### src/verilog/srav_regs.svh
// Overview of operation
// - Three request outputs: receive, transmit, modem change.
// - Context opens by acknowledge inputs or by register writes.
// - One acknowledge input per type selects servicing of that type.
// - Acknowledge is a read returning the matching type's vector register.
// - Posting copies seed upper five bits, low three get type code.
// - Codes: 001 modem, 010 transmit, 011 receive, 111 receive exception.
// - Each channel has its own seed; host loads its upper five bits.
// - Any end-of-service write returns device to normal mode.
// - Context start loads requesting channel into channel access register.
// - Access after end-of-service stalls about 1 us via transfer ack.
`ifndef SRAV_REGS_SVH
`define SRAV_REGS_SVH

// ----------------------------------------------------------------
// Register offsets on the 7-bit host address
// ----------------------------------------------------------------
`define SRAV_OFF_MASTER  7'h67
`define SRAV_OFF_CAR     7'h68
`define SRAV_OFF_SEED    7'h18
`define SRAV_OFF_RXVEC   7'h43
`define SRAV_OFF_TXVEC   7'h42
`define SRAV_OFF_MDVEC   7'h41
`define SRAV_OFF_RXCHAN  7'h44
`define SRAV_OFF_TXCHAN  7'h45
`define SRAV_OFF_MDCHAN  7'h46
`define SRAV_OFF_EOS     7'h60
`define SRAV_OFF_RXREQ   7'h6B
`define SRAV_OFF_TXREQ   7'h6A
`define SRAV_OFF_MDREQ   7'h69

// ----------------------------------------------------------------
// Fields and reset values
// ----------------------------------------------------------------
`define SRAV_SEED_LSB    3
`define SRAV_CODE_W      3
`define SRAV_REQ_FLAG_LSB 6
`define SRAV_REQ_TYPE_LSB 2
`define SRAV_RST_VEC     8'h00
`define SRAV_RST_SEED    5'h00
`define SRAV_RST_CHAN    2'h0

// Request type codes in the low vector bits
`define SRAV_CODE_MODEM  3'h1
`define SRAV_CODE_TX     3'h2
`define SRAV_CODE_RX     3'h3
`define SRAV_CODE_RXEXC  3'h7

// ----------------------------------------------------------------
// Timing
// ----------------------------------------------------------------
`define SRAV_CLK_MHZ      50
`define SRAV_HOUSEKEEP_NS 1000
`define SRAV_HOUSEKEEP_CYC \
  ((`SRAV_HOUSEKEEP_NS * `SRAV_CLK_MHZ + 999) / 1000)

`endif

### src/verilog/srav_pkg.sv
package srav_pkg;

  // Kind of host cycle seen on the pins
  typedef enum logic [1:0] {
    SRAV_RD  = 2'h0,
    SRAV_WR  = 2'h1,
    SRAV_ACK = 2'h2
  } srav_kind_type;

  // Host bus cycle sequencer states, Gray along idle-wait-done
  typedef enum logic [1:0] {
    SRAV_IDLE = 2'h0,
    SRAV_WAIT = 2'h1,
    SRAV_DONE = 2'h3
  } srav_state_type;

  // Host pins as sampled
  typedef struct packed {
    logic       cs_n;
    logic       ds_n;
    logic       rw_n;
    logic [2:0] ack_n;   // modem, transmit, receive
    logic       grant_n;
    logic [6:0] addr;
    logic [7:0] wdata;
  } srav_pins_type;

  // One host request handed to the core
  typedef struct packed {
    srav_kind_type kind;
    logic [1:0]    sel;  // Acknowledged type: 0 rx, 1 tx, 2 modem
    logic [6:0]    addr;
    logic [7:0]    wdata;
  } srav_req_type;

  // Requests from the internal processor, held until taken
  typedef struct packed {
    logic [2:0] req;     // modem, transmit, receive
    logic [1:0] rx_chan;
    logic [1:0] tx_chan;
    logic [1:0] md_chan;
    logic       rx_exc;
  } srav_post_type;

  // Receive acknowledge wins over transmit, transmit over modem
  function automatic logic [1:0] srav_ack_sel(input logic [2:0] ack_n);
    if (!ack_n[0]) begin
      return 2'h0;
    end else if (!ack_n[1]) begin
      return 2'h1;
    end else begin
      return 2'h2;
    end
  endfunction

endpackage

### src/verilog/srav_host_if.sv
`timescale 1ns/1ps
`include "srav_regs.svh"
module srav_host_if import srav_pkg::*; (
  input  wire logic          sys_clk_in,
  input  wire logic          nrst_in,
  input  wire srav_pins_type pins_in,
  input  wire logic          ready_in,
  input  wire logic [7:0]    rdata_in,
  output srav_req_type       req_out,
  output logic               valid_out,
  output logic               transfer_ack_n_out,
  output logic               data_oe_n_out,
  output logic [7:0]         data_out
);

  // ----------------------------------------------------------------
  // Pin synchroniser
  // ----------------------------------------------------------------
  srav_pins_type  pins_meta;
  srav_pins_type  pins_sync;
  srav_state_type state;

  // Address and data are only used once strobes are stable
  always_ff @(posedge sys_clk_in or negedge nrst_in) begin
    if (!nrst_in) begin
      pins_meta <= '1;
      pins_sync <= '1;
    end else begin
      pins_meta <= pins_in;
      pins_sync <= pins_meta;
    end
  end

  // ----------------------------------------------------------------
  // Cycle decode
  // ----------------------------------------------------------------
  wire       strobe   = !pins_sync.ds_n;
  wire       sel_cs   = strobe && !pins_sync.cs_n;
  wire       sel_ack  = strobe && pins_sync.cs_n && !pins_sync.grant_n
                        && (pins_sync.ack_n != 3'h7);
  wire       start    = (state == SRAV_IDLE) && (sel_cs || sel_ack);
  wire       fire     = valid_out && ready_in;
  wire srav_kind_type next_kind = sel_ack ? SRAV_ACK :
                                  (pins_sync.rw_n ? SRAV_RD : SRAV_WR);

  // Capture the request, then hold it until the core accepts
  always_ff @(posedge sys_clk_in or negedge nrst_in) begin
    if (!nrst_in) begin
      req_out   <= '0;
      valid_out <= 1'b0;
    end else if (start) begin
      req_out   <= '{next_kind, srav_ack_sel(pins_sync.ack_n),
                     pins_sync.addr, pins_sync.wdata};
      valid_out <= 1'b1;
    end else if (fire) begin
      valid_out <= 1'b0;
    end
  end

  // transfer ack only once the core is ready
  always_ff @(posedge sys_clk_in or negedge nrst_in) begin
    if (!nrst_in) begin
      state              <= SRAV_IDLE;
      transfer_ack_n_out <= 1'b1;
      data_oe_n_out      <= 1'b1;
      data_out           <= 8'h00;
    end else begin
      case (state)
        SRAV_IDLE: begin
          if (start) begin
            state <= SRAV_WAIT;
          end
        end
        SRAV_WAIT: begin
          if (fire) begin
            state              <= SRAV_DONE;
            transfer_ack_n_out <= 1'b0;
            data_oe_n_out      <= (req_out.kind == SRAV_WR);
            data_out           <= rdata_in;
          end
        end
        SRAV_DONE: begin
          if (!strobe) begin // Host ends the cycle by removing strobes
            state              <= SRAV_IDLE;
            transfer_ack_n_out <= 1'b1;
            data_oe_n_out      <= 1'b1;
          end
        end
        default: begin
          state <= SRAV_IDLE;
        end
      endcase
    end
  end

endmodule

### src/verilog/srav_top.sv
`timescale 1ns/1ps
`include "srav_regs.svh"
module srav_top import srav_pkg::*; #(
  parameter int NUM_CHAN = 4
) (
  input  wire logic          sys_clk_in,
  input  wire logic          nrst_in,
  input  wire logic          cs_n_in,
  input  wire logic          ds_n_in,
  input  wire logic          rw_n_in,
  input  wire logic [6:0]    addr_in,
  input  wire logic [7:0]    data_in,
  input  wire logic          rx_ack_n_in,
  input  wire logic          tx_ack_n_in,
  input  wire logic          modem_ack_n_in,
  input  wire logic          chain_grant_in_n_in,
  input  wire srav_post_type post_in,
  output logic [7:0]         data_out,
  output logic               data_oe_n_out,
  output logic               transfer_ack_n_out,
  output logic               rx_request_n_out,
  output logic               tx_request_n_out,
  output logic               modem_request_n_out,
  output logic [2:0]         post_taken_out,
  output logic               context_open_out
);

  // ----------------------------------------------------------------
  // Elaboration check
  // ----------------------------------------------------------------
  if (NUM_CHAN < 1 || NUM_CHAN > 4) begin : g_bad_chan
    $error("NUM_CHAN must lie between 1 and 4");
  end

  localparam logic [5:0] HK_CYC = 6'(`SRAV_HOUSEKEEP_CYC);

  // ----------------------------------------------------------------
  // Host bus sequencer
  // ----------------------------------------------------------------
  srav_pins_type pins;
  srav_req_type  req;
  logic          valid;
  logic          ready;
  logic [7:0]    rdata;

  assign pins = '{cs_n_in, ds_n_in, rw_n_in,
                  {modem_ack_n_in, tx_ack_n_in, rx_ack_n_in},
                  chain_grant_in_n_in, addr_in, data_in};

  srav_host_if u_host_if (
    .sys_clk_in         (sys_clk_in),
    .nrst_in            (nrst_in),
    .pins_in            (pins),
    .ready_in           (ready),
    .rdata_in           (rdata),
    .req_out            (req),
    .valid_out          (valid),
    .transfer_ack_n_out (transfer_ack_n_out),
    .data_oe_n_out      (data_oe_n_out),
    .data_out           (data_out)
  );

  // ----------------------------------------------------------------
  // State
  // ----------------------------------------------------------------
  logic [2:0] pend;
  logic [7:0] vec  [3];
  logic [1:0] chan [3];
  logic [4:0] seed [NUM_CHAN];
  logic [1:0] channel_access_reg;
  logic       ctx_open;
  logic [1:0] ctx_type;
  logic [5:0] hk_cnt;

  // Out-of-range channel numbers fall back to channel zero
  function automatic logic [4:0] seed_of(input logic [1:0] c,
                                         input logic [4:0] s [NUM_CHAN]);
    if (int'(c) < NUM_CHAN) begin
      return s[c];
    end
    return s[0];
  endfunction

  // Request information register: flags, type index plus one, channel
  function automatic logic [7:0] req_info(input logic p,
                                          input logic [1:0] t,
                                          input logic [1:0] c);
    return {p, p, 1'b0, {1'b0, t} + 3'h1, c};
  endfunction

  // ----------------------------------------------------------------
  // Decode
  // ----------------------------------------------------------------
  wire is_wr  = valid && (req.kind == SRAV_WR);
  wire is_ack = valid && (req.kind == SRAV_ACK);
  wire busy   = (hk_cnt != 6'h00);
  wire hit_master = req.addr == `SRAV_OFF_MASTER;
  wire hit_car    = req.addr == `SRAV_OFF_CAR;
  wire hit_seed   = req.addr == `SRAV_OFF_SEED;
  wire hit_eos    = req.addr == `SRAV_OFF_EOS;
  wire [2:0] hit_vec  = {req.addr == `SRAV_OFF_MDVEC,
                         req.addr == `SRAV_OFF_TXVEC,
                         req.addr == `SRAV_OFF_RXVEC};
  wire [2:0] hit_chan = {req.addr == `SRAV_OFF_MDCHAN,
                         req.addr == `SRAV_OFF_TXCHAN,
                         req.addr == `SRAV_OFF_RXCHAN};
  wire [2:0] hit_req  = {req.addr == `SRAV_OFF_MDREQ,
                         req.addr == `SRAV_OFF_TXREQ,
                         req.addr == `SRAV_OFF_RXREQ};

  // hold every access during housekeeping
  // An acknowledge with nothing pending hangs, as a chain end would
  assign ready = !busy && !(is_ack && (ctx_open || !pend[req.sel]));
  wire fire = valid && ready;

  // Software switch: channel access written with flags and a type
  wire [1:0] sw_sel  = 2'(req.wdata[`SRAV_REQ_TYPE_LSB +: 3] - 3'h1);
  wire       sw_flag = req.wdata[`SRAV_REQ_FLAG_LSB +: 2] != 2'h0;
  // context forced by channel access write
  wire sw_go = is_wr && hit_car && sw_flag && (sw_sel != 2'h3)
               && pend[sw_sel] && !ctx_open;
  wire [1:0] start_sel = is_ack ? req.sel : sw_sel;
  wire ctx_start = fire && (is_ack || sw_go);
  wire ctx_end = fire && is_wr && ctx_open && (hit_eos
                 || (hit_req[ctx_type] && !sw_flag));

  // no repost while that type's context is open
  wire [2:0] blocked = ctx_open ? (3'h1 << ctx_type) : 3'h0;
  wire [2:0] post    = post_in.req & ~pend & ~blocked;
  wire [1:0] post_chan [3];
  assign post_chan[0] = post_in.rx_chan;
  assign post_chan[1] = post_in.tx_chan;
  assign post_chan[2] = post_in.md_chan;
  wire [2:0] post_code [3];
  assign post_code[0] = post_in.rx_exc ? `SRAV_CODE_RXEXC : `SRAV_CODE_RX;
  assign post_code[1] = `SRAV_CODE_TX;
  assign post_code[2] = `SRAV_CODE_MODEM;

  // ----------------------------------------------------------------
  // Read data
  // ----------------------------------------------------------------
  wire [1:0] rd_t = hit_vec[0] || hit_chan[0] || hit_req[0] ? 2'h0 :
                    hit_vec[1] || hit_chan[1] || hit_req[1] ? 2'h1 : 2'h2;
  // master request register shows pending types
  assign rdata = is_ack           ? vec[req.sel] :
                 hit_master       ? {5'h00, pend} :
                 (|hit_vec)       ? vec[rd_t] :
                 (|hit_chan)      ? {6'h00, chan[rd_t]} :
                 (|hit_req)       ? req_info(pend[rd_t], rd_t, chan[rd_t]) :
                 hit_car          ? {6'h00, channel_access_reg} :
                 hit_seed         ? {seed_of(channel_access_reg, seed), 3'h0} :
                 8'h00;

  // ----------------------------------------------------------------
  // Requests and vectors per type
  // ----------------------------------------------------------------
  always_ff @(posedge sys_clk_in or negedge nrst_in) begin
    if (!nrst_in) begin
      pend           <= 3'h0;
      post_taken_out <= 3'h0;
      for (int t = 0; t < 3; t++) begin
        vec[t]  <= `SRAV_RST_VEC;
        chan[t] <= `SRAV_RST_CHAN;
      end
    end else begin
      post_taken_out <= post;
      for (int t = 0; t < 3; t++) begin
        if (post[t]) begin
          // seed upper bits plus type code
          vec[t]  <= {seed_of(post_chan[t], seed), post_code[t]};
          chan[t] <= post_chan[t];
          pend[t] <= 1'b1;
        end else if (ctx_start && start_sel == 2'(t)) begin
          // request held until its context starts
          pend[t] <= 1'b0;
        end
      end
    end
  end

  always_ff @(posedge sys_clk_in or negedge nrst_in) begin
    if (!nrst_in) begin
      rx_request_n_out    <= 1'b1;
      tx_request_n_out    <= 1'b1;
      modem_request_n_out <= 1'b1;
    end else begin
      rx_request_n_out    <= !(pend[0] || post[0]);
      tx_request_n_out    <= !(pend[1] || post[1]);
      modem_request_n_out <= !(pend[2] || post[2]);
    end
  end

  // ----------------------------------------------------------------
  // Context, channel pointer and housekeeping
  // ----------------------------------------------------------------
  always_ff @(posedge sys_clk_in or negedge nrst_in) begin
    if (!nrst_in) begin
      ctx_open         <= 1'b0;
      ctx_type         <= 2'h0;
      channel_access_reg              <= `SRAV_RST_CHAN;
      hk_cnt           <= 6'h00;
      context_open_out <= 1'b0;
    end else begin
      context_open_out <= ctx_open;
      if (ctx_start) begin
        ctx_open <= 1'b1;
        ctx_type <= start_sel;
        channel_access_reg      <= chan[start_sel];
      end else if (ctx_end) begin
        ctx_open <= 1'b0;
        hk_cnt   <= HK_CYC;
      end else begin
        if (fire && is_wr && hit_car) begin
          channel_access_reg <= req.wdata[1:0];
        end
        if (busy) begin
          hk_cnt <= hk_cnt - 6'h01;
        end
      end
    end
  end

  // host loads seed upper bits of the addressed channel
  always_ff @(posedge sys_clk_in or negedge nrst_in) begin
    if (!nrst_in) begin
      for (int c = 0; c < NUM_CHAN; c++) begin
        seed[c] <= `SRAV_RST_SEED;
      end
    end else if (fire && is_wr && hit_seed && int'(channel_access_reg) < NUM_CHAN) begin
      seed[channel_access_reg] <= req.wdata[`SRAV_SEED_LSB +: 5];
    end
  end

endmodule

### config.mk
export PLATFORM = sky130hd
export DESIGN_NAME = srav_top
export DESIGN_NICKNAME = d
export VERILOG_FILES = /design/src/verilog/srav_pkg.sv /design/src/verilog/srav_host_if.sv /design/src/verilog/srav_top.sv
export VERILOG_INCLUDE_DIRS = /design/src /design/src/verilog
export SDC_FILE = /design/constraint.sdc
export NUM_CORES = 1
export LEC_CHECK = 0
export BUFFER_PORTS_ARGS = -buffer_cell sky130_fd_sc_hd__buf_2
export CAP_MARGIN = 25
export CORE_MARGIN = 5
export CORE_UTILIZATION = 40
export DETAILED_ROUTE_END_ITERATION = 10
export PLACE_DENSITY = 0.61
export SKIP_CTS_REPAIR_TIMING = 1
export SLEW_MARGIN = 10
export SYNTH_ARGS = -nofsm -noshare
export SYNTH_HDL_FRONTEND = slang
export SYNTH_SLANG_ARGS = --single-unit
export TNS_END_PERCENT = 5
### constraint.sdc
create_clock -name sys_clk_in -period 2.1 [get_ports sys_clk_in]
set_input_delay 0.42 -clock sys_clk_in [delete_from_list [all_inputs] [get_ports sys_clk_in]]
set_output_delay 0.42 -clock sys_clk_in [all_outputs]
set_load 0.02 [all_outputs]
==> results.json, run 1 <==
{
  "status": "finished, violations left",
  "violations": "setup timing",
  "tritoncts": "yes",
  "wl_per_cell_um": 19.0,
  "path_class": "reg -> reg",
  "htreeDepth": 4,
  "fill_cells": 1530,
  "avgSynthCellArea_um2": 11.6,
  "rrSetupSlack_ns": -0.1,
  "setup_viol": 17,
  "synth_cells": 568,
  "routed_wl_um": 17500,
  "critPathArrivalTime_ns": 2.50,
  "yosys_warnings": 0,
  "maxSlewHeadroom_pct": 55.8,
  "overflow": 0,
  "power_density_nw_per_um2": 1060,
  "synth-seq-cells": 142,
  "layout_common_cells": "dfrtp_1, nand2_1, buf_4",
  "syn-num-nets": 606,
  "min_period_ns": 2.20,
  "synth-seq-area-share_pct": 54.8,
  "multiInputGateArea_um2": 2910,
  "crit_end": "seed[18]$_DFFE_PN0P_",
  "synth_top_area_share_pct": 35.3,
  "hold_viol_final": 0,
  "syn_area_um2": 6590,
  "regArea_um2": 3610,
  "netlist.top_cell.by_area": "dfrtp_1",
  "fin_nets": 724,
  "slew_violations": 0,
  "final.setup.worst_slack_ns": -0.0995,
  "clock-sinks": 142,
  "vdd_drop_max_mv": 0.669,
  "grt_setup_unrepaired": "yes",
  "area_delta_synth_final_pct": 25.5,
  "drv_cap": 0,
  "grt_max_degree": 50,
  "fp.dieH_um": 138,
  "synth-main-ff-cell": "dfrtp_1",
  "r2r-end": "seed[18]$_DFFE_PN0P_",
  "synth_edf_count": 0,
  "power.leakage_nw": 3.70,
  "setup_tns_ns": -0.897,
  "reg2reg_from": "hk_cnt[1]$_DFFE_PN0P_",
  "clock_latency_ns": 0.42,
  "antenna_found_initial": 0,
  "cpMaxStageDelayCell": "or3_4",
  "worstMarginPinSlew_ns": 0.661,
  "reg_top3": "u_host_if.pins_meta (22), u_host_if.pins_sync (22), seed (20)",
  "crit_path_max_fanout": 5,
  "vias_per_cell": 5.40,
  "gp_congestion": 0.922,
  "die_area_um2": 19200,
  "cts_buffer_depth": 2,
  "critPathLaunch": "hk_cnt[1]$_DFFE_PN0P_",
  "final_antenna_net_count": 0,
  "required_ns": 2.40,
  "grt_usage_pct": 18.9,
  "route.vias.total": 4959,
  "r2r_cells": 8,
  "cp-end-kind": "flop",
  "drt_pass1_iterations": 5,
  "drtIter0Drc": 393,
  "dp_hpwl_um": 13300,
  "cts_root_buf": "clkbuf_16",
  "die-width_um": 138,
  "drive_gt1_share_pct": 41.9,
  "io-pin-count": 51,
  "numCtsBuffers": 17,
  "hp-class": "in -> reg",
  "start_util_pct": 40.3,
  "worstPathCellList": "inv_2 > ha_4 > nand4bb_1 > or3_4 > nor3_4 > nor3b_4 > buf_6 > mux2_4",
  "diodes": 0,
  "first_global_vias": 5110,
  "crit_path_max_incr_delay_ns": 0.41,
  "post_synth_num_cell_types": 64,
  "synth-async-reset-ratio_pct": 100,
  "min_period_over_period_pct": 105,
  "synthTopCellsByArea": "dfrtp_1, dfstp_2, mux2_2, mux4_2, nand2_1",
  "cp-start-kind": "flop",
  "clk_pin_slew_ns": 0.06,
  "grt_pass1_wl_um": 28600,
  "drc": 0,
  "final_common_cell": "dfrtp_1",
  "port_buffers": 50,
  "fp-row-count": 47,
  "dp_slack_ns": -0.301,
  "clock_skew_ns": 0.00677,
  "fmax_ghz": 0.455,
  "core-area_um2": 16300
}
-- where the power goes --
group          total [mW]  switching [mW]  internal (mW)
sequential           3.40           0.286           3.11
clock                2.85            1.21           1.64
combinational        2.54            1.46           1.07
total                8.78            2.96           5.82
-- final cells by class --
cell class	instances	share of cell area (%)
flip-flops and latches	142	43.7
clock inverters	12	1.13
repair buffers	123	10.1
multi-input cells	382	35.1
clock buffers	20	5.66
well taps	220	3.33
inverters	20	0.907
-- cells in the mapped netlist, types with 6 or more instances --
master	number
a21oi_1	22
and2_1	6
clkbuf_1	16
dfrtp_1	93
dfstp_2	49
inv_1	19
mux2_2	43
mux2i_1	7
mux4_2	20
nand2_1	80
nand2b_1	7
nand3_1	20
nor2_1	31
nor3_1	9
o21ai_0	28
o31ai_1	9
-- cells by family after synthesis --
kind of cell	Yosys count	share of synthesized area [%]
mux	70	15.2
xor+xnor	6	0.911
flops	142	54.8
compound gates	108	10.7
fa+ha+maj	4	0.759
buf+inv	44	2.81
simple gates	194	14.7
-- worst max-delay path: cells and delay by family, from the launching register on --
| kind | cells | cell delay [ns] |
|---|---|---|
| adder cells (fa/ha/maj) | 1 | 0.14 |
| buffers and inverters | 2 | 0.24 |
| flip-flops | 1 | 0.39 |
| multiplexers | 1 | 0.30 |
| AND/OR/NAND/NOR | 4 | 0.99 |
-- worst min-delay path by stage --
stage	start	end	slack (ns)	cells past startpoint
floorplan	nrst_in	chan[0]$_DFFE_PN0P_	0.12	0
global placement	nrst_in	u_host_if.req_out[17]$_DFFE_PN0P_	0.34	1
detailed placement	nrst_in	u_host_if.req_out[1]$_DFFE_PN0P_	0.35	1
CTS	nrst_in	u_host_if.req_out[15]$_DFFE_PN0P_	-0.11	1
global route	data_in[7]	u_host_if.pins_meta[7]$_DFF_PN1_	0.07	1
finish	addr_in[0]	u_host_if.pins_meta[8]$_DFF_PN1_	0.1	1
-- through the flow --
stage	hold slack (ns)	power [mW]	util, %	cells	cell area (um^2)
after floorplan	0.124	4.69	-	568	6630
after CTS	-0.112	8.76	50.0	918	8180
after detailed placement	0.347	5.86	46.6	886	7620
after global routing	0.0706	9.23	50.6	919	8270
final	0.0957	8.78	50.6	919	8270
after global placement	0.343	5.82	46.5	884	7600
-- per-layer routing --
| layer | vias up | share of wire [%] | global-route usage (%) |
|---|---|---|---|
| li1 | 2307 | - | - |
| met1 | 2453 | 45 | 27.0 |
| met2 | 173 | 47 | 29.0 |
| met3 | 26 | 5.5 | 3.87 |
| met4 | 0 | 2.2 | 6.55 |
| met5 | - | 0 | 0 |
Power figures use the tool's default switching activity.
==> run 2: changes to the inputs <==
- CORE_UTILIZATION: 40 -> 50
- PLACE_DENSITY: 0.61 -> 0.73
==> run 2 against run 1 <==
Compared with the run above: the run still ends with setup timing left; setup slack worse by 0.13 ns; critical endpoint is now seed[17]$_DFFE_PN0P_; clock power up 6%; largest cell class unchanged; design area down 0.26%; sequential power about the same.
==> results.json, run 2 (synthesized netlist as in run 1, its figures left out) <==
{
  "vdd_drop_max_mv": 0.643,
  "required_ns": 2.41,
  "violations": "setup timing",
  "grt_max_degree": 54,
  "worstMarginPinSlew_ns": 0.590,
  "r2r_cells": 9,
  "drive_gt1_share_pct": 41.3,
  "critPathArrivalTime_ns": 2.64,
  "setup_viol": 29,
  "start_util_pct": 50.4,
  "hp-start": "addr_in[4]",
  "power.share.clock_pct": 33.6,
  "final_util_pct": 63.1,
  "maxSlewHeadroom_pct": 60.5,
  "cts_root_buf": "clkbuf_16",
  "internal-power_mw": 6.06,
  "first_global_vias": 5093,
  "routed_wl_um": 16800,
  "crit_path_max_fanout": 6,
  "drc": 0,
  "power_frac_seq_pct": 37.7,
  "rrSetupSlack_ns": -0.23,
  "power.leakage_nw": 3.73,
  "dp_hpwl_um": 12600,
  "cts_buffer_depth": 2,
  "hold_depth": 1,
  "die-width_um": 125,
  "reg_top3": "u_host_if.pins_meta (22), u_host_if.pins_sync (22), seed (20)",
  "pwr-share-comb_pct": 28.7,
  "numCtsBuffers": 17,
  "drtIter0Drc": 350,
  "antenna_found_initial": 0,
  "core-area_um2": 13100,
  "r2r-end": "seed[17]$_DFFE_PN0P_",
  "whs_ns": 0.0886,
  "cp-end-kind": "flop",
  "power_density_nw_per_um2": 1090,
  "clock_latency_ns": 0.42,
  "fin_nets": 725,
  "die_area_um2": 15600,
  "hp-class": "in -> reg",
  "htreeDepth": 4,
  "fp.dieH_um": 125,
  "stdcell_area_um2": 8250,
  "layout_common_cells": "dfrtp_1, nand2_1, buf_4",
  "grt_usage_pct": 22.6,
  "hold-path-endpoint": "u_host_if.pins_meta[12]$_DFF_PN1_",
  "clock_skew_ns": 0.00861,
  "final.setup.worst_slack_ns": -0.231,
  "final_common_cell": "dfrtp_1",
  "wl_per_cell_um": 19.2,
  "vias_per_cell": 5.66,
  "clk_pin_slew_ns": 0.06,
  "area_delta_synth_final_pct": 25.2,
  "dp.cells": 840,
  "overflow": 0,
  "gp_congestion": 0.952,
  "route.vias.total": 4958,
  "fmax_ghz": 0.429,
  "place_area_um2": 7550,
  "diodes": 0,
  "hold_viol_final": 0,
  "path_class": "reg -> reg",
  "fin_cells": 876,
  "port_buffers": 50,
  "tritoncts": "yes",
  "grt_setup_unrepaired": "yes",
  "p_switching_mw": 2.90,
  "min_period_ns": 2.33,
  "switching_share_pct": 32.4,
  "min_period_over_period_pct": 111,
  "status": "finished, violations left",
  "cp-start-kind": "flop",
  "drt_pass1_iterations": 4,
  "clock-sinks": 142,
  "slew_violations": 0,
  "fp-row-count": 42,
  "reg2reg_from": "hk_cnt[0]$_DFFE_PN0P_",
  "final_antenna_net_count": 0,
  "grt_pass1_wl_um": 27800,
  "drv_cap": 0,
  "io-pin-count": 51
}
## run 2: cell types whose count changed in the layout (fill, tap and decap cells not counted), moves of 2 or more
cell,previous run,this run
inv_4,5,2
clkinv_2,0,2
or3_4,2,0
or3_1,0,2
## run 2: power groups by stage
stage / Clock, mW / Sequential, mW / Combinational, mW
after floorplan: 0 / 3.42 / 1.27
after global placement: 0 / 3.40 / 2.40
after detailed placement: 0 / 3.42 / 2.44
after CTS: 3.06 / 3.38 / 2.45
after global routing: 3.18 / 3.43 / 2.80
final: 3.01 / 3.38 / 2.57
## run 2: stage by stage
| step | setup slack (ns) | setup TNS (ns) | power (mW) |
|---|---|---|---|
| 2_1_floorplan | -0.0718 | -0.616 | 4.69 |
| 3_3_place_gp | -0.124 | -1.60 | 5.81 |
| 3_5_place_dp | -0.230 | -4.34 | 5.85 |
| 4_1_cts | -0.249 | -4.83 | 8.89 |
| 5_1_grt | -0.330 | -8.08 | 9.41 |
| 6_report | -0.231 | -4.03 | 8.97 |
## run 2: worst max-delay path by stage
stage                                startpoint              endpoint  slack [ns]  cells past startpoint
after detailed placement  hk_cnt[1]$_DFFE_PN0P_   seed[5]$_DFFE_PN0P_       -0.23                      9
after floorplan           hk_cnt[0]$_DFFE_PN0P_  seed[15]$_DFFE_PN0P_       -0.07                      8
final                     hk_cnt[0]$_DFFE_PN0P_  seed[17]$_DFFE_PN0P_       -0.23                      9
after CTS                 hk_cnt[1]$_DFFE_PN0P_   seed[5]$_DFFE_PN0P_       -0.25                      9
after global routing      hk_cnt[0]$_DFFE_PN0P_  seed[17]$_DFFE_PN0P_       -0.33                      9
after global placement    hk_cnt[1]$_DFFE_PN0P_  seed[17]$_DFFE_PN0P_       -0.12                      9
## run 2: area by class of cell
cell class              count  area [um^2]
fillers                   997         4830
multi-input cells         382         2890
clock inverters            10         96.3
inverters                  20         75.1
well taps                 176          220
repair buffers            124          847
flip-flops and latches    142         3610
clock buffers              22          507
## run 2: critical path, stage by stage, from the launching register on
cell	delay, ns
dfrtp_1	0.39
inv_2	0.09
ha_4	0.13
nand4bb_1	0.12
or3_1	0.36
buf_6	0.16
nor3_4	0.27
nor3b_4	0.23
buf_6	0.16
mux2_4	0.30
## run 2: layer usage
metal | vias up | track usage (%) | part of all wire, %
met1 | 2411 | 31.0 | 43
met4 | 0 | 9.63 | 3.0
met3 | 43 | 5.79 | 7.2
li1 | 2316 | - | -
met5 | - | 0 | 0
met2 | 188 | 34.5 | 47
